`src/mied_pkg.sv`:
```
// Operation
// sensor type 00 selects position/sensorless; other values select speed sensor
// two-bit input select routes one of three phase inputs to detector
// encoder outputs must connect only to phase inputs a and b
// comparator stays off until clock enable or reference enable is set
// threshold code picks seven internal levels; all ones selects external pin
// zero crossings sampled only inside the measurement window
// current mode samples at window rate; voltage mode at pwm rate
// demag detection samples comparator at selectable sensing frequency; the code uses a fixed strobe of one in SCF_DIV (4) clocks
// demag must precede zero crossing; order commutation, demag, zero crossing
// edge polarity and same polarity bits classify comparator edges as demag or zc
// every commutation starts demag blanking window; reset length 200 us
// window codes: 5 us steps to 40, then 20 us steps 60 to 200
// after window count consecutive demag samples, flag at limit; reset limit 1
// demag event limit equals field value plus one, 1 to 16
// counter only for hardware demag; simulated demag uses limit one
// sensor mode bypasses blanking window and demag event counter
// preloaded input select fields take effect at next commutation
// any demag event sets demag flag; interrupt when mask set
// sensing strobe derived from peripheral clock
package mied_pkg;
  localparam int          CLK_HZ        = 10_000_000;
  localparam int          WIN_STEP_NS   = 5000;
  localparam int          WIN_STEP2_NS  = 20000;
  localparam int          WIN_STEP_CYC  = (WIN_STEP_NS * (CLK_HZ / 1_000_000)) / 1000;
  localparam int          WIN_STEP2_CYC = (WIN_STEP2_NS * (CLK_HZ / 1_000_000)) / 1000;
  localparam logic [3:0]  ADR_CTRL_A    = 4'h0;
  localparam logic [3:0]  ADR_PARITY    = 4'h1;
  localparam logic [3:0]  ADR_PHASE     = 4'h2;
  localparam logic [3:0]  ADR_CTRL_C    = 4'h3;
  localparam logic [3:0]  ADR_PRESC     = 4'h4;
  localparam logic [3:0]  ADR_DFILT     = 4'h5;
  localparam logic [3:0]  ADR_STATUS    = 4'h6;
  localparam logic [3:0]  ADR_CLEAR     = 4'h7;
  localparam logic [3:0]  ADR_ENABLE    = 4'h8;
  localparam logic [3:0]  ADR_EVENT     = 4'h9;
  localparam int          CA_SENSOR_BIT = 0;
  localparam int          CA_CKE_BIT    = 1;
  localparam int          CA_DAC_BIT    = 2;
  localparam int          CA_VMODE_BIT  = 3;
  localparam int          PH_EDGE_BIT   = 2;
  localparam int          PH_SAME_BIT   = 3;
  localparam int          ST_D_BIT      = 0;
  localparam int          ST_Z_BIT      = 1;
  localparam int          ST_C_BIT      = 2;
  localparam logic [7:0]  RST_CTRL_A    = 8'h00;
  localparam logic [7:0]  RST_PHASE     = 8'h00;
  localparam logic [7:0]  RST_CTRL_C    = 8'h00;
  localparam logic [7:0]  RST_PRESC     = 8'h00;
  localparam logic [7:0]  RST_DFILT     = 8'hF0;
  localparam logic [2:0]  VR_EXTERNAL   = 3'h7;
  localparam logic [1:0]  TYPE_POSITION = 2'h0;
  localparam int          SCF_DIV       = 4;
  typedef enum logic [1:0] {MIED_WAIT_C, MIED_BLANK, MIED_WAIT_D, MIED_WAIT_Z} mied_state_t;

  function automatic logic [11:0] mied_win_cycles(input logic [3:0] code);
    if (code[3] == 1'b0)
      mied_win_cycles = 12'((code[2:0] + 1) * WIN_STEP_CYC);
    else
      mied_win_cycles = 12'((code[2:0] + 3) * WIN_STEP2_CYC);
  endfunction : mied_win_cycles
endpackage : mied_pkg

```
`src/mied_top.sv`:
```
`timescale 1ns/1ns
module mied_top
  import mied_pkg::*;
(
  input  wire logic        i_clk,
  input  wire logic        i_rst,
  input  wire logic [3:0]  i_addr,
  input  wire logic [7:0]  i_wdata,
  input  wire logic        i_wr,
  input  wire logic        i_rd,
  input  wire logic        i_phase_input_a,
  input  wire logic        i_phase_input_b,
  input  wire logic        i_phase_input_c,
  input  wire logic        i_cmp_out,
  input  wire logic        i_meas_window,
  input  wire logic        i_pwm_tick,
  input  wire logic        i_win_tick,
  input  wire logic        i_commutate,
  input  wire logic        i_sim_demag,
  output logic [7:0]       o_rdata,
  output logic [1:0]       o_cmp_sel,
  output logic [2:0]       o_threshold,
  output logic             o_ext_ref,
  output logic             o_cmp_en,
  output logic             o_speed_mode,
  output logic             o_dig_in,
  output logic             o_irq
);
  ////////////////////////////////////////////////////////////////
  logic [7:0]  ctrl_a_ff, parity_ff, phase_pre_ff, phase_ff, ctrl_c_ff, presc_ff, dfilt_ff;
  logic [2:0]  stat_ff, ien_ff;
  logic [7:0]  rdata_ff;
  logic [1:0]  pa_s_ff, pb_s_ff, pc_s_ff, cmp_s_ff;
  logic [1:0]  scf_cnt_ff;
  logic [11:0] win_cnt_ff;
  logic [4:0]  ev_cnt_ff;
  logic        prev_cmp_ff;
  mied_state_t st_ff, nxt_st;

  wire         sensor_mode   = ctrl_a_ff[CA_SENSOR_BIT];
  wire         speed_mode    = parity_ff[1:0] != TYPE_POSITION;
  wire         cmp_en        = ctrl_a_ff[CA_CKE_BIT] | ctrl_a_ff[CA_DAC_BIT];
  wire         cmp           = cmp_s_ff[1];
  wire [1:0]   in_sel        = phase_ff[1:0];
  wire         edge_pol      = phase_ff[PH_EDGE_BIT];
  wire         same_pol      = phase_ff[PH_SAME_BIT];
  // digital mux for tacho; encoder uses a and b only
  wire         dig_sel       = (in_sel == 2'h0) ? pa_s_ff[1] :
                               (in_sel == 2'h1) ? pb_s_ff[1] : pc_s_ff[1];
  wire         scf_tick      = scf_cnt_ff == 2'(SCF_DIV - 1);
  // zero crossing level is the edge polarity; demag is opposite unless same polarity
  wire         z_level       = edge_pol;
  wire         d_level       = same_pol ? edge_pol : ~edge_pol;
  wire         z_sample      = ctrl_a_ff[CA_VMODE_BIT] ? i_pwm_tick : i_win_tick;
  wire         d_hit         = scf_tick & cmp_en & (cmp == d_level);
  wire         d_miss        = scf_tick & ~(cmp == d_level);
  wire [4:0]   d_limit       = {1'b0, dfilt_ff[3:0]} + 5'h01;
  wire         d_hw          = d_hit & (sensor_mode | (ev_cnt_ff + 5'h01 >= d_limit));
  wire         demag_evt     = (st_ff == MIED_WAIT_D) & (d_hw | i_sim_demag);
  wire         z_evt         = (st_ff == MIED_WAIT_Z) & z_sample & i_meas_window & cmp_en
                               & (cmp == z_level) & (prev_cmp_ff != z_level);
  wire [2:0]   evt_vec       = {i_commutate, z_evt, demag_evt};
  wire         clr_wr        = i_wr & (i_addr == ADR_CLEAR);
  wire [2:0]   nxt_stat      = evt_vec | (stat_ff & ~(clr_wr ? i_wdata[2:0] : 3'h0));
  wire [7:0]   rd_mux        = (i_addr == ADR_CTRL_A) ? ctrl_a_ff :
                               (i_addr == ADR_PARITY) ? parity_ff :
                               (i_addr == ADR_PHASE)  ? phase_pre_ff :
                               (i_addr == ADR_CTRL_C) ? ctrl_c_ff :
                               (i_addr == ADR_PRESC)  ? presc_ff :
                               (i_addr == ADR_DFILT)  ? dfilt_ff :
                               (i_addr == ADR_STATUS) ? {5'h00, stat_ff} :
                               (i_addr == ADR_ENABLE) ? {5'h00, ien_ff} :
                               (i_addr == ADR_EVENT)  ? {2'h0, st_ff, 4'h0} : 8'h00;

  always_comb begin
    nxt_st = st_ff;
    case (st_ff)
      MIED_WAIT_C: nxt_st = st_ff;
      MIED_BLANK:  if (sensor_mode || win_cnt_ff == 12'h001) nxt_st = MIED_WAIT_D;
      MIED_WAIT_D: if (demag_evt) nxt_st = MIED_WAIT_Z;
      MIED_WAIT_Z: if (z_evt) nxt_st = MIED_WAIT_C;
      default:     nxt_st = MIED_WAIT_C;
    endcase
    if (i_commutate) nxt_st = MIED_BLANK;
  end

  ////////////////////////////////////////////////////////////////
  always_ff @(posedge i_clk) begin
    if (i_rst) begin
      pa_s_ff  <= 2'h0;
      pb_s_ff  <= 2'h0;
      pc_s_ff  <= 2'h0;
      cmp_s_ff <= 2'h0;
    end else begin
      pa_s_ff  <= {pa_s_ff[0], i_phase_input_a};
      pb_s_ff  <= {pb_s_ff[0], i_phase_input_b};
      pc_s_ff  <= {pc_s_ff[0], i_phase_input_c};
      cmp_s_ff <= {cmp_s_ff[0], i_cmp_out};
    end
  end

  always_ff @(posedge i_clk) begin
    if (i_rst) begin
      ctrl_a_ff    <= RST_CTRL_A;
      parity_ff    <= 8'h00;
      phase_pre_ff <= RST_PHASE;
      phase_ff     <= RST_PHASE;
      ctrl_c_ff    <= RST_CTRL_C;
      presc_ff     <= RST_PRESC;
      dfilt_ff     <= RST_DFILT;
      ien_ff       <= 3'h0;
    end else begin
      if (i_wr && i_addr == ADR_CTRL_A) ctrl_a_ff <= i_wdata;
      if (i_wr && i_addr == ADR_PARITY) parity_ff <= i_wdata;
      if (i_wr && i_addr == ADR_PHASE) phase_pre_ff <= i_wdata;
      if (i_wr && i_addr == ADR_CTRL_C) ctrl_c_ff <= i_wdata;
      if (i_wr && i_addr == ADR_PRESC) presc_ff <= i_wdata;
      if (i_wr && i_addr == ADR_DFILT) dfilt_ff <= i_wdata;
      if (i_wr && i_addr == ADR_ENABLE) ien_ff <= i_wdata[2:0];
      // selection applied only at commutation so the mux never flips mid-step
      if (i_commutate) phase_ff <= phase_pre_ff;
    end
  end

  always_ff @(posedge i_clk) begin
    if (i_rst) begin
      st_ff       <= MIED_WAIT_C;
      win_cnt_ff  <= 12'h000;
      ev_cnt_ff   <= 5'h00;
      scf_cnt_ff  <= 2'h0;
      prev_cmp_ff <= 1'b0;
      stat_ff     <= 3'h0;
      rdata_ff    <= 8'h00;
    end else begin
      st_ff       <= nxt_st;
      scf_cnt_ff  <= scf_tick ? 2'h0 : scf_cnt_ff + 2'h1;
      // samples outside the window are not samples at all, so they must not hide an edge
      if (z_sample && i_meas_window) prev_cmp_ff <= cmp;
      if (i_commutate) win_cnt_ff <= mied_win_cycles(dfilt_ff[7:4]);
      else if (win_cnt_ff != 12'h000) win_cnt_ff <= win_cnt_ff - 12'h001;
      if (i_commutate || d_miss || demag_evt || st_ff != MIED_WAIT_D) ev_cnt_ff <= 5'h00;
      else if (d_hit) ev_cnt_ff <= ev_cnt_ff + 5'h01;
      stat_ff     <= nxt_stat;
      rdata_ff    <= i_rd ? rd_mux : 8'h00;
    end
  end

  always_ff @(posedge i_clk) begin
    if (i_rst) begin
      o_cmp_sel    <= 2'h0;
      o_threshold  <= 3'h0;
      o_ext_ref    <= 1'b0;
      o_cmp_en     <= 1'b0;
      o_speed_mode <= 1'b0;
      o_dig_in     <= 1'b0;
      o_irq        <= 1'b0;
    end else begin
      o_cmp_sel    <= in_sel;
      o_threshold  <= ctrl_c_ff[2:0];
      o_ext_ref    <= ctrl_c_ff[2:0] == VR_EXTERNAL;
      o_cmp_en     <= cmp_en;
      o_speed_mode <= speed_mode;
      o_dig_in     <= dig_sel;
      o_irq        <= |(nxt_stat & ien_ff);
    end
  end
  assign o_rdata = rdata_ff;

  ////////////////////////////////////////////////////////////////
  a_demag_order: assert property (@(posedge i_clk) disable iff (i_rst)
    (st_ff == MIED_WAIT_D && !demag_evt && !i_commutate) |=> st_ff == MIED_WAIT_D) else $error("zc before demag");
  a_demag_flag: assert property (@(posedge i_clk) disable iff (i_rst)
    demag_evt |=> stat_ff[ST_D_BIT]) else $error("demag flag not set");
  a_blank_hold: assert property (@(posedge i_clk) disable iff (i_rst)
    (st_ff == MIED_BLANK && !sensor_mode && win_cnt_ff > 12'h001 && !i_commutate)
    |=> st_ff == MIED_BLANK) else $error("blank ended early");
  a_sensor_bypass: assert property (@(posedge i_clk) disable iff (i_rst)
    (st_ff == MIED_BLANK && sensor_mode && !i_commutate) |=> st_ff == MIED_WAIT_D) else $error("blank not bypassed");
  a_cmp_off: assert property (@(posedge i_clk) disable iff (i_rst)
    !cmp_en |=> !o_cmp_en) else $error("comparator on");
  a_sel_hold: assert property (@(posedge i_clk) disable iff (i_rst)
    !i_commutate |=> $stable(phase_ff)) else $error("select changed");
  a_irq_level: assert property (@(posedge i_clk) disable iff (i_rst)
    ##1 o_irq == |($past(nxt_stat) & $past(ien_ff))) else $error("irq mismatch");
  a_speed_sel: assert property (@(posedge i_clk) disable iff (i_rst)
    ##1 o_speed_mode == ($past(parity_ff[1:0]) != TYPE_POSITION)) else $error("mode wrong");
endmodule : mied_top

```
`config.mk`:
```
export PLATFORM = sky130hd
export DESIGN_NAME = mied_top
export DESIGN_NICKNAME = d
export VERILOG_FILES = /design/src/mied_pkg.sv /design/src/mied_top.sv
export SDC_FILE = /design/constraint.sdc
export NUM_CORES = 1
export LEC_CHECK = 0
export ABC_AREA = 1
export CAP_MARGIN = 5
export CORE_MARGIN = 3
export CORE_UTILIZATION = 55
export DETAILED_ROUTE_END_ITERATION = 8
export DONT_BUFFER_PORTS = 1
export PLACE_DENSITY = 0.7
export REMOVE_ABC_BUFFERS = 1
export SYNTH_ARGS = -nofsm -noshare
export SYNTH_HDL_FRONTEND = slang
export SYNTH_SLANG_ARGS = --single-unit
```
`constraint.sdc`:
```
create_clock -name i_clk -period 2.7 [get_ports i_clk]
set_input_delay 0.27 -clock i_clk [delete_from_list [all_inputs] [get_ports i_clk]]
set_output_delay 0.27 -clock i_clk [all_outputs]
set_load 0.01 [all_outputs]
```
==> Word level (Yosys, flattened, before mapping) <==
Index checks and enable logic that the tools add are counted.
{ "word_totals": {"out_inout_bits": 18, "word_cells": 132, "regBits": 106, "in_bits": 25} }
{ "op_classes": {"reduce_logical": 25, "addsub": 6, "order_cmp": 1, "bitwise": 22, "multipliers": 2, "muxes": 22, "n_eq_ne": 27} }
{ "ops": {"columns": ["cell", "count"], "rows": [
  ["8-bit two-way mux", 6],
  ["12-bit two-way mux", 3],
  ["4-bit by 5-bit multiplier with 9-bit output, second input constant", 2],
  ["6-bit two-way mux", 3],
  ["4-bit by 3-bit == test with 1-bit output, second input constant", 4],
  ["12-bit by 1-bit == test with 1-bit output, second input constant", 1],
  ["12-bit nonzero test", 1],
  ["12-bit by 1-bit subtractor with 12-bit output, second input constant", 1],
  ["1-bit bitwise AND", 11],
  ["2-bit != test, second input constant", 5],
  ["3-bit != test, second input constant", 3],
  ["4-bit by 2-bit == test with 1-bit output, second input constant", 2],
  ["4-bit == test, second input constant", 2],
  ["1-bit logical AND", 8],
  ["4-bit AND reduction", 2],
  ["2-bit OR reduction", 4],
  ["3-bit bitwise AND", 2],
  ["2-bit == test, second input constant", 3],
  ["2-bit two-way mux", 3],
  ["2-bit case mux with 3 select lines", 1],
  ["4-bit by 1-bit adder with 5-bit output, second input constant", 1],
  ["5-bit by 1-bit adder with 5-bit output, second input constant", 1],
  ["5-bit greater-or-equal comparator", 1],
  ["1-bit two-way mux", 5],
  ["18 further kinds", 30]
]} }

==> Longest topological paths before layout <==
Gate-level depths: netlist (run 1).
{ "logic_depth": {"word_depth": 10, "ltp_mapped": 14, "mapped_depth_nobuf": 14} }

==> Worst setup path before layout (run 1) <==
OpenSTA, ideal clock, no wires.
{ "synth_timing": {"path_kind": "reg-to-reg", "startpoint": "reg dfilt_ff[4]", "endpoint": "reg win_cnt_ff[11]", "setup_slack_ns": 0.220, "arrival_ns": 2.411, "t_required_ns": 2.630, "synth_period_minus_slack_ns": 2.480, "path_stages_with_launch": 12, "path_cell_list": "dfxtp_1 > inv_2 > ha_1 > xor2_1 > inv_1 > ha_1 > fa_1 > a21oi_1 > xor2_1 > o31ai_2 > inv_2 > a21oi_1"} }
{ "synth_via": {"elab_chain_len": 4} }
{ "synth_rtl": {"columns": ["element", "line", "text"], "rows": [
  ["start: declaration", "mied_top.sv:30", "logic [7:0] ctrl_a_ff, parity_ff, phase_pre_ff, phase_ff, ctrl_c_ff, presc_ff, dfilt_ff;"],
  ["start signal: assignment", "mied_top.sv:118", "if (i_wr && i_addr == ADR_DFILT) dfilt_ff <= i_wdata;"],
  ["3-bit by 2-bit adder with 4-bit output", "mied_pkg.sv:60", "mied_win_cycles = 12'((code[2:0] + 3) * WIN_STEP2_CYC);"],
  ["4-bit by 5-bit multiplier with 9-bit output", "mied_pkg.sv:60", null],
  ["12-bit two-way mux", "mied_pkg.sv:57", "if (code[3] == 1'b0)"],
  ["12-bit two-way mux", "mied_top.sv:139", "if (i_commutate) win_cnt_ff <= mied_win_cycles(dfilt_ff[7:4]);"],
  ["end signal: assignment", "mied_top.sv:139", null],
  ["end signal: assignment", "mied_top.sv:140", "else if (win_cnt_ff != 12'h000) win_cnt_ff <= win_cnt_ff - 12'h001;"],
  ["end: declaration", "mied_top.sv:35", "logic [11:0] win_cnt_ff;"]
]} }
No other way between the ends.
A chain may end at the register's enable or synchronous reset.

==> Final worst setup path (run 1) <==
{ "layout_timing": {"startpoint": "reg dfilt_ff[5]", "endpoint": "reg win_cnt_ff[11]"} }
The elaborated chain is that of the path after synthesis.

==> impl_summary.txt, run 1 <==
----------------------------------------------------
[Status]
  Result of the run ... finished clean

[Hold path]
  Hold-critical path depth ... 2
  Hold_sp ... i_wdata[7]
  Hold crit path type ... primary input to flip-flop
  Terminating pin of the worst hold path ... dfilt_ff[7]$_SDFFE_PP1P_

[Synthesis]
  Cell area after technology mapping ... around 5200 µm²
  Fraction of the yosys area taken by sequential cells ... 40.65%
  Number of synthesized flops with an enable pin ... 0
  Count of cell types in the netlist ... 43
  Avg Synthesized Cell Area ... 7.447 µm²
  Main synth FF type ... sky130_fd_sc_hd__dfxtp_1
  Ys async rst share ... 0%
  Synth Instances ... 701
  Register bit count reported by yosys ... 106
  Yosys warning count ... 0

[Floorplan]
  Core Region ... 8976 µm²
  Site row count ... 34
  Horizontal die dimension ... 103.4 µm
  Starting utilization of the core area ... between 50% and 60%
  Number of placed I/O pins ... 43
  Chip Height ... 103.4 µm
  Die area ... 10700 µm²

[Worst setup path]
  CP arrival ... 2800 ps
  Endpoint of the most critical register-to-register path ... win_cnt_ff[11]$_SDFFE_PP0P_
  Flop2flop setup slack ... 200 ps
  Critical-path top delay cell ... sky130_fd_sc_hd__fa_1
  Crit path kind ... flip-flop to flip-flop
  Worst Path Max Fanout ... 4
  Required time at the endpoint of the critical path ... about 3000 ps
  Worst Setup Start Kind ... flip-flop
  R2r worst-path depth ... 11
  Reg2Reg Launch Point ... dfilt_ff[5]$_SDFFE_PP1P_
  Cell-by-cell listing of the critical path ... inv_1 -> ha_1 -> xor2_2 -> inv_1 -> ha_1 -> fa_1 -> a21oi_1 -> xor2_1 -> o31ai_2 -> inv_2 -> a21oi_1
  Critical path endpoint category ... flip-flop
  Crit path largest cell delay ... 440 ps

[Clock tree]
  Count of clock tree sinks ... 106
  H-tree depth ... 3
  Clock-pin slew on the worst setup and hold paths ... about 120 ps
  Source-to-sink clock delay at the later pin of the worst-skew pair ... 380 ps
  Clock Tree Buf Depth ... 2
  TritonCTS clock tree ... built
  Root buf cell ... sky130_fd_sc_hd__clkbuf_8
  Number of buffers added by the clock tree synthesis step ... 9

[Timing]
  # setup viols final ... 0
  Min setup slack post-route ... 200.9 ps
  Final count of hold timing violations ... 0
  Highest attainable clock frequency ... roughly 400 MHz
  Post-layout minimum cycle time ... 2499 ps
  Max-slew violations ... 0
  Max-Slew Margin vs Limit ... 53.13%
  Slew at the pin with the worst max-slew slack ... around 700 ps
  Final critical-path share of the clock period ... 92.56%
  Worst Skew ... 22.64 ps

[Final layout]
  Proportion of layout cells with a drive suffix above 1 ... 9.760%
  Most common library cell in the layout ignoring fill and taps ... sky130_fd_sc_hd__nand2_1
  ANT cells ... 0
  Commonest cells after routing, fill and taps aside ... sky130_fd_sc_hd__nand2_1 (119), sky130_fd_sc_hd__dfxtp_1 (106), sky130_fd_sc_hd__a21oi_1 (88)
  Synth-to-layout area growth ... 7.095%
  Final #Nets ... between 700 and 800
  Fin util ... between 60 and 70%
  Number of standard cells in the layout, taps in and fillers out ... 833

[Detailed routing]
  DRT antenna net count ... 0
  DR WL/cell ... 14.97 µm
  DRC marker count from the first detailed-route iteration ... 217
  Overall via count from detail_route ... roughly 4.5k
  Remaining routing DRC violations ... 0
  Via density ... 5.408
  Post-Route WL ... 12470 µm
  First-pass DRT Iterations ... 5

[Place]
  Weighted congestion reported at the end of routability-driven placement ... 0.8904
  Number of buffer cells added on primary ports ... 0
  Half-perimeter wire length after placement ... a little over 9000 µm
  Number of cells in the design after placement ... roughly 810
  Setup Slack @ Placement ... about 110 ps

[Power and ir drop]
  Power per unit of standard cell area ... roughly 530 nW/µm²
  Peak supply drop ... 0.0004185 V
  Leakage power ... 2.323 nW

[Global route]
  Maximum number of pins on one net before global-route repair ... 47
  Remaining global-route overflow ... 0
  Number of antenna violations at the first check in global routing ... 0
  Total GRT Usage ... 23.86%
  Number of global-route vias before repair ... 4257
  Wire length of the first global-routing pass ... between 15000 and 20000 µm

[Run]
  # Max-Cap Violations ... 0

----------------------------------------------------
[cells by family after synthesis]
| family | synth area share [%] |
|---|---|
| xor+xnor | 2.517 |
| buf+inv | 9.012 |
| fa+ha+maj | 7.095 |
| flops | 40.65 |
| simple gates | 22.39 |
| other cells | 0.07184 |
| compound gates | 18.26 |
[flip-flops by register name, summed over array words and instances (netlist names), 3 cells and up]
register	flops
presc_ff	8
phase_pre_ff	8
phase_ff	4
o_rdata	8
ctrl_c_ff	8
ctrl_a_ff	8
ien_ff	3
o_threshold	3
dfilt_ff	8
stat_ff	3
win_cnt_ff	12
parity_ff	8
ev_cnt_ff	5
[metal layers]
layer	part of all wire (%)	wire, µm	vias to the layer above	global-route usage, %
li1	-	-	2305	-
met1	45	5647	2060	31.85
met2	47	5886	130	39.02
met3	6.7	830	10	5.969
met4	0.87	109	0	5.578
met5	0	0	-	0
[repair_timing]
action	4_1_cts	5_1_grt
hold buffers	7	0
setup buffers	0	1
resized for setup	0	1
endpoints found under the setup margin	0	2
hold endpoints to repair	47	0
[layout make-up]
class                      count  area, µm²
fill                         842       3386
multi-input combinational    476       2635
sequential                   106       2122
inverter                      97      364.1
tap                          126      157.7
clock buffer                   9      123.9
timing repair buffer          12      117.6
clock inverter                 7      70.07
[per-stage QoR]
| stage | area, µm² | total power, mW | TNS (ps) | hold slack, ps |
|---|---|---|---|---|
| global placement | 5301 | 2.016 | 0 | 346.8 |
| detailed placement | 5301 | 2.030 | 0 | 349.6 |
| floorplan | 5114 | 1.950 | 0 | 338.4 |
| finish | 5590 | 2.990 | 0 | 14.22 |
| global route | 5590 | 3.119 | -12.91 | 6.215 |
| CTS | 5575 | 3.014 | 0 | 3.038 |
[critical path, delay by kind of cell, from the launching register on]
kind	cells	cell delay, ps
AOI/OAI and AO/OA	3	510
xor gates and xnor gates	2	270
adders and majority gates	3	1040
buffers and inverters	3	220
DFF	1	390
[power breakdown]
| part | internal, mW | leakage (nW) | switching, mW | total (mW) |
|---|---|---|---|---|
| registers | 1.62 | 0.863 | 0.0408 | 1.66 |
| clock network | 0.362 | 0.100 | 0.606 | 0.968 |
| logic | 0.129 | 1.36 | 0.232 | 0.360 |
| total | 2.11 | 2.32 | 0.878 | 2.99 |
[worst max path at each step]
stage,cells after the start,start,end
6_report,11,dfilt_ff[5]$_SDFFE_PP1P_,win_cnt_ff[11]$_SDFFE_PP0P_
5_1_grt,11,dfilt_ff[5]$_SDFFE_PP1P_,win_cnt_ff[11]$_SDFFE_PP0P_
4_1_cts,11,dfilt_ff[5]$_SDFFE_PP1P_,win_cnt_ff[11]$_SDFFE_PP0P_
3_5_place_dp,11,dfilt_ff[5]$_SDFFE_PP1P_,win_cnt_ff[11]$_SDFFE_PP0P_
3_3_place_gp,11,dfilt_ff[5]$_SDFFE_PP1P_,win_cnt_ff[11]$_SDFFE_PP0P_
2_1_floorplan,11,dfilt_ff[4]$_SDFFE_PP1P_,win_cnt_ff[11]$_SDFFE_PP0P_
[Yosys cell counts (5+ instances only)]
master                       n  area [µm²]
sky130_fd_sc_hd__a31oi_1     5       31.28
sky130_fd_sc_hd__a21oi_2     6       52.55
sky130_fd_sc_hd__o21ai_1     5       25.02
sky130_fd_sc_hd__nand2_2     8       50.05
sky130_fd_sc_hd__inv_1      83       311.6
sky130_fd_sc_hd__clkbuf_1    8       30.03
sky130_fd_sc_hd__a21oi_1    88       440.4
sky130_fd_sc_hd__inv_2      13       48.80
sky130_fd_sc_hd__buf_2      10       50.05
sky130_fd_sc_hd__nor2_4      6       67.56
sky130_fd_sc_hd__nor2_1     51       191.4
sky130_fd_sc_hd__xor2_1      9       78.83
sky130_fd_sc_hd__nor2_2      7       43.79
sky130_fd_sc_hd__nand2_1   119       446.7
sky130_fd_sc_hd__xnor2_1     6       52.55
sky130_fd_sc_hd__nand3_1    46       230.2
sky130_fd_sc_hd__o21ai_0    52       260.3
sky130_fd_sc_hd__ha_1       28       350.3
sky130_fd_sc_hd__nand4_1     9       56.30
sky130_fd_sc_hd__dfxtp_1   106        2122
(Power assumes the default switching activity.)
==> run 2: changes to the inputs <==
CORE_UTILIZATION = 60   (was 55)
PLACE_DENSITY = 0.76   (was 0.7)
==> run 2 against run 1 <==
- final cell count fell by 2.8%
- register-to-register slack got worse by 50 ps
- global-route usage rose by 1.3 points
- critical path type unchanged
- largest power group unchanged
==> impl_summary.txt, run 2 (synthesized netlist as in run 1, its figures left out) <==
----------------------------------------------------
[Worst setup path]
  Required time at the endpoint of the critical path ... 3010 ps
  Crit path kind ... flip-flop to flip-flop
  CP arrival ... 2850 ps
  Worst Setup Start Kind ... flip-flop
  Critical path endpoint category ... flip-flop
  Worst Path Max Fanout ... 4

[Detailed routing]
  Via density ... 5.574
  DRT antenna net count ... 0
  DRC marker count from the first detailed-route iteration ... 226
  Remaining routing DRC violations ... 0
  Overall via count from detail_route ... 4515
  Post-Route WL ... 12320 µm
  DR WL/cell ... 15.21 µm
  First-pass DRT Iterations ... 5

[Final layout]
  Max reg flops ... 12
  Sequential cell area ... ~2100 µm²
  Commonest cells after routing, fill and taps aside ... sky130_fd_sc_hd__nand2_1 (119), sky130_fd_sc_hd__dfxtp_1 (105), sky130_fd_sc_hd__a21oi_1 (88)
  Most common library cell in the layout ignoring fill and taps ... sky130_fd_sc_hd__nand2_1
  Filler cell count in the final layout ... 725
  Proportion of layout cells with a drive suffix above 1 ... 9.787%
  ANT cells ... 0
  Synth-to-layout area growth ... 6.184%
  Final #Nets ... ~750
  Multi-input gate area in the final layout ... 2638 µm²
  Biggest register ... win_cnt_ff
  Final std cell area, no fill ... 5543 µm²

[Clock tree]
  Count of clock tree sinks ... ~110
  H-tree depth ... 3
  Root buf cell ... sky130_fd_sc_hd__clkbuf_8
  Clock Tree Buf Depth ... 2
  Clock-pin slew on the worst setup and hold paths ... 110 ps
  TritonCTS clock tree ... built
  Number of buffers added by the clock tree synthesis step ... 9
  Source-to-sink clock delay at the later pin of the worst-skew pair ... 370 ps
  Number of buffers added for setup after CTS ... 0

[Place]
  Setup Slack @ Placement ... around 110 ps
  Weighted congestion reported at the end of routability-driven placement ... between 0.8 and 0.9
  Placed standard-cell area ... 5275 µm²
  Number of buffer cells added on primary ports ... 0
  Half-perimeter wire length after placement ... around 8700 µm

[Hold path]
  Hold crit path type ... primary input to flip-flop

[Timing]
  # setup viols final ... 0
  Final count of hold timing violations ... 0
  Max-slew violations ... 0
  Final critical-path share of the clock period ... 94.35%
  Min setup slack post-route ... between 150 and 200 ps
  Post-layout minimum cycle time ... 2548 ps
  Worst Skew ... ~12 ps
  Slew at the pin with the worst max-slew slack ... 791.6 ps
  Highest attainable clock frequency ... 392.5 MHz
  Max-Slew Margin vs Limit ... 47.17%

[Floorplan]
  Core Region ... 8341 µm²
  Die area ... 9856 µm²
  Starting utilization of the core area ... between 60% and 70%
  Site row count ... 33
  Chip Height ... between 90 and 100 µm
  Number of placed I/O pins ... 43
  Horizontal die dimension ... slightly below 100 µm

[Status]
  Result of the run ... finished clean

[Run]
  # Max-Cap Violations ... 0

[Power and ir drop]
  Net Sw Power ... between 0.8 and 0.9 mW
  Peak supply drop ... 0.0003097 V
  Share of total power in combinational logic ... between 10 and 15%
  Net switching share of the total power ... 28.80%
  Leakage power ... 2.307 nW
  Internal cell power ... 2.106 mW
  Register share of total power ... 56.2%
  Power per unit of standard cell area ... between 500 and 600 nW/µm²
  Portion of total power attributed to the clock network ... 31.7%

[Global route]
  Total GRT Usage ... 25.14%
  Number of global-route vias before repair ... 4283
  Remaining global-route overflow ... 0
  Wire length of the first global-routing pass ... 20090 µm
  Maximum number of pins on one net before global-route repair ... 45
  Number of antenna violations at the first check in global routing ... 0

----------------------------------------------------
## run 2: cell count changes in the layout (fill, tap and decap cells not counted)
cell                            change
sky130_fd_sc_hd__dfxtp_1            -1
sky130_fd_sc_hd__inv_6              +1
sky130_fd_sc_hd__buf_4              -1
sky130_fd_sc_hd__dlygate4sd3_1      -1
sky130_fd_sc_hd__inv_8              -1
sky130_fd_sc_hd__ha_1               -1
sky130_fd_sc_hd__dfxtp_2            +1
sky130_fd_sc_hd__clkinv_4           -1
sky130_fd_sc_hd__clkbuf_1           +1
sky130_fd_sc_hd__ha_2               +1
## run 2: final timing paths
path / from / end / slack [ps] / cells past startpoint
setup reg to reg: dfilt_ff[5]$_SDFFE_PP1P_ / win_cnt_ff[11]$_SDFFE_PP0P_ / 150 / 11
setup / recovery: dfilt_ff[5]$_SDFFE_PP1P_ / win_cnt_ff[11]$_SDFFE_PP0P_ / 150 / 11
hold reg to reg: cmp_s_ff[0]$_SDFF_PP0_ / cmp_s_ff[1]$_SDFF_PP0_ / 410 / 2
hold / removal: i_cmp_out / cmp_s_ff[0]$_SDFF_PP0_ / 8 / 2
## run 2: repair_timing
item / in CTS / in global routing
endpoints found under the hold margin: 45 / 0
hold buffers: 6 / 0
gates resized for setup: 0 / 3
setup endpoints to repair: 0 / 1
## run 2: per-stage QoR
stage / hold WS [ps] / setup TNS (ps) / power (mW) / util [%] / instances
global route: 12.77 / -28.98 / 3.075 / 66.46 / 810
floorplan: 338.4 / 0 / 1.950 / - / 679
global placement: 346.0 / 0 / 2.015 / 63.25 / 788
finish: 8.035 / 0 / 2.958 / 66.46 / 810
CTS: 2.857 / 0 / 2.958 / 66.32 / 810
detailed placement: 347.1 / 0 / 2.027 / 63.25 / 788
## run 2: layout make-up
type                            count  share of cell area, %
Sequential cell                   106                  38.31
Timing Repair Buffer               10                  1.806
Inverter                           97                  6.569
Clock inverter                      6                  1.061
Clock buffer                       10                  2.302
Multi-Input combinational cell    476                  47.58
Tap cell                          105                  2.370
## run 2: power by group through the flow
stage	combinational (mW)	clock (mW)	sequential, mW
after floorplan	0.263	0	1.69
after global placement	0.321	0	1.69
after detailed placement	0.330	0	1.70
after CTS	0.355	0.942	1.66
after global routing	0.409	0.997	1.67
final	0.359	0.938	1.66
## run 2: critical path: stages, from the launching register on
cell and delay [ps]:
sky130_fd_sc_hd__dfxtp_2 350, sky130_fd_sc_hd__inv_1 100, sky130_fd_sc_hd__ha_2 260, sky130_fd_sc_hd__xor2_2 220, sky130_fd_sc_hd__inv_1 110, sky130_fd_sc_hd__ha_1 360, sky130_fd_sc_hd__fa_1 440, sky130_fd_sc_hd__a21oi_1 180
sky130_fd_sc_hd__xor2_1 100, sky130_fd_sc_hd__o31ai_2 200, sky130_fd_sc_hd__inv_2 40, sky130_fd_sc_hd__a21oi_1 120
## run 2: metal layers
metal	up-vias	wire length, µm	GRT usage (%)
li1	2288	-	-
met1	2076	5414	32.83
met5	-	0	0
met3	15	822	5.540
met4	0	165	7.458
met2	136	5919	41.84
==> run 3: changes to the inputs <==
CELL_PAD_IN_SITES_DETAIL_PLACEMENT = 1   (was default)
CELL_PAD_IN_SITES_GLOBAL_PLACEMENT = 1   (was default)
CORE_UTILIZATION = 47   (was 60)
PLACE_DENSITY = default   (was 0.76)
PLACE_DENSITY_LB_ADDON = 0.1   (was default)
==> run 3 against run 2 <==
- worst hold slack better by 5.5 ps
- combinational power is 5.8% higher
- first-iteration DRC count rose by 25%
- via count rose by 2.2%
- count of clock-buffer cells in the layout unchanged
- worst setup slack better by 74 ps
- largest cell class unchanged
- core utilization is 13 points lower
- routed wire length increased by 19%
- maximum frequency rose by 3.0%
- global-route usage decreased by 0.45 points
==> impl_summary.txt, run 3 (synthesized netlist as in run 1, its figures left out) <==
----------------------------------------------------
[Timing]
  Slew at the pin with the worst max-slew slack ... 626.5 ps
  Max-slew violations ... 0
  Setup repair after global routing missed its margin ... no
  Max-Slew Margin vs Limit ... around three fifths
  Final-layout setup total negative slack ... 0 ps
  # setup viols final ... 0
  Final critical-path share of the clock period ... about nine tenths
  Final count of hold timing violations ... 0
  Highest attainable clock frequency ... 404.3 MHz
  Final-layout worst hold slack ... about 14 ps
  Worst Skew ... 8.537 ps
  Post-layout minimum cycle time ... 2473 ps

[Floorplan]
  Core Region ... 10560 µm²
  Starting utilization of the core area ... about 49%
  Chip Height ... 111.4 µm
  Horizontal die dimension ... 111.4 µm
  Number of placed I/O pins ... 43
  Site row count ... 37
  Die area ... about 12000 µm²

[Place]
  Number of cells in the design after placement ... 820
  Weighted congestion reported at the end of routability-driven placement ... 0.8582
  Half-perimeter wire length after placement ... 10650 µm
  Placed standard-cell area ... 5321 µm²
  Number of buffer cells added on primary ports ... 0

[Global route]
  Remaining global-route overflow ... 0
  Total GRT Usage ... between 20% and 30%
  Maximum number of pins on one net before global-route repair ... 48
  Number of antenna violations at the first check in global routing ... 0
  Number of global-route vias before repair ... ~5.0k
  Wire length of the first global-routing pass ... 24820 µm

[Clock tree]
  Root buf cell ... sky130_fd_sc_hd__clkbuf_8
  TritonCTS clock tree ... built
  Clock Tree Buf Depth ... 2
  Number of buffers added by the clock tree synthesis step ... 9
  Clock-pin slew on the worst setup and hold paths ... 100 ps
  H-tree depth ... 3
  Count of clock tree sinks ... 106
  Source-to-sink clock delay at the later pin of the worst-skew pair ... 400 ps

[Detailed routing]
  Highest routed layer ... met4
  First-pass DRT Iterations ... 5
  Post-Route WL ... 14650 µm
  Via density ... 5.456
  Overall via count from detail_route ... roughly 4.6k
  Met2 routed wirelength ... 7284 µm
  DR WL/cell ... 17.32 µm
  Remaining routing DRC violations ... 0
  Length of routed met3 wiring ... 572 µm
  DRT antenna net count ... 0
  M1 WL ... 6485 µm
  DRC marker count from the first detailed-route iteration ... approximately 280

[Power and ir drop]
  Power per unit of standard cell area ... 541.2 nW/µm²
  Leakage power ... 2.335 nW
  Peak supply drop ... 0.0004569 V

[Final layout]
  Commonest cells after routing, fill and taps aside ... sky130_fd_sc_hd__nand2_1 (119), sky130_fd_sc_hd__dfxtp_1 (106), sky130_fd_sc_hd__a21oi_1 (87)
  Proportion of layout cells with a drive suffix above 1 ... 10.00%
  Max reg flops ... 12
  Most common library cell in the layout ignoring fill and taps ... sky130_fd_sc_hd__nand2_1
  Biggest register ... win_cnt_ff
  Synth-to-layout area growth ... 8.581%
  ANT cells ... 0
  Fin util ... 53.70%
  Number of standard cells in the layout, taps in and fillers out ... 846
  Final std cell area, no fill ... between 5000 and 6000 µm²
  Final #Nets ... 759

[Worst setup path]
  Critical-path top delay cell ... sky130_fd_sc_hd__fa_1
  Cell-by-cell listing of the critical path ... inv_2 -> ha_4 -> xor2_4 -> inv_1 -> ha_1 -> fa_1 -> a21oi_2 -> xor2_1 -> o31ai_2 -> inv_2 -> a21oi_1
  CP arrival ... around 2800 ps
  Worst Path Max Fanout ... 4
  Critical path endpoint category ... flip-flop
  Required time at the endpoint of the critical path ... 3040 ps
  Crit-path most repeated cell ... sky130_fd_sc_hd__inv_2
  Crit path kind ... flip-flop to flip-flop
  Worst Setup Start Kind ... flip-flop
  Crit path largest cell delay ... 450 ps

[Hold path]
  Hold crit path type ... primary input to flip-flop

[Run]
  # Max-Cap Violations ... 0

[Status]
  Result of the run ... finished clean

----------------------------------------------------
## run 3: worst paths after layout
path,depth (start not counted),slack (ps),from,to
min,2,10,i_wdata[3],presc_ff[3]$_SDFFE_PP0P_
max reg2reg,11,230,dfilt_ff[5]$_SDFFE_PP1P_,win_cnt_ff[11]$_SDFFE_PP0P_
min reg2reg,2,410,pc_s_ff[0]$_SDFF_PP0_,pc_s_ff[1]$_SDFF_PP0_
max,11,230,dfilt_ff[5]$_SDFFE_PP1P_,win_cnt_ff[11]$_SDFFE_PP0P_
## run 3: routing by layer
metal,up-vias,global-route usage [%]
met2,80,42.86
met5,-,0
met3,21,6.739
li1,2304,-
met4,0,6.813
met1,2211,30.19
## run 3: cell type report
cell class,count,area [µm²]
tap,136,170.2
fill,1343,4887
clock buffer,10,127.6
multi-input combinational,476,2663
inverter,97,364.1
timing repair buffer,15,147.6
clock inverter,6,73.82
sequential,106,2122
## run 3: critical path, delay by kind of cell, from the launching register on
family / cells / cell delay [ps]
adder cells (fa/ha/maj): 3 / 1000
AO/OA/AOI/OAI: 3 / 500
flip-flops: 1 / 400
XOR/XNOR: 2 / 260
buffers and inverters: 3 / 240
## run 3: metrics by stage
step | power [mW] | setup WS (ps)
finish | 3.067 | 226.8
global route | 3.225 | 10.60
global placement | 2.026 | 266.1
CTS | 3.089 | 27.68
detailed placement | 2.046 | 7.671
floorplan | 1.950 | 219.1
## run 3: timing repair
action | 4_1_cts | 5_1_grt
endpoints found under the setup margin | 1 | 3
hold endpoints to repair | 50 | 0
gates resized for setup | 1 | 5
setup buffers | 0 | 0
hold buffers | 10 | 0
## run 3: power by group
group | internal (mW) | leakage [nW] | switching, mW
Combinational | 0.133 | 1.37 | 0.247
Sequential | 1.62 | 0.863 | 0.0420
Clock | 0.442 | 0.100 | 0.583
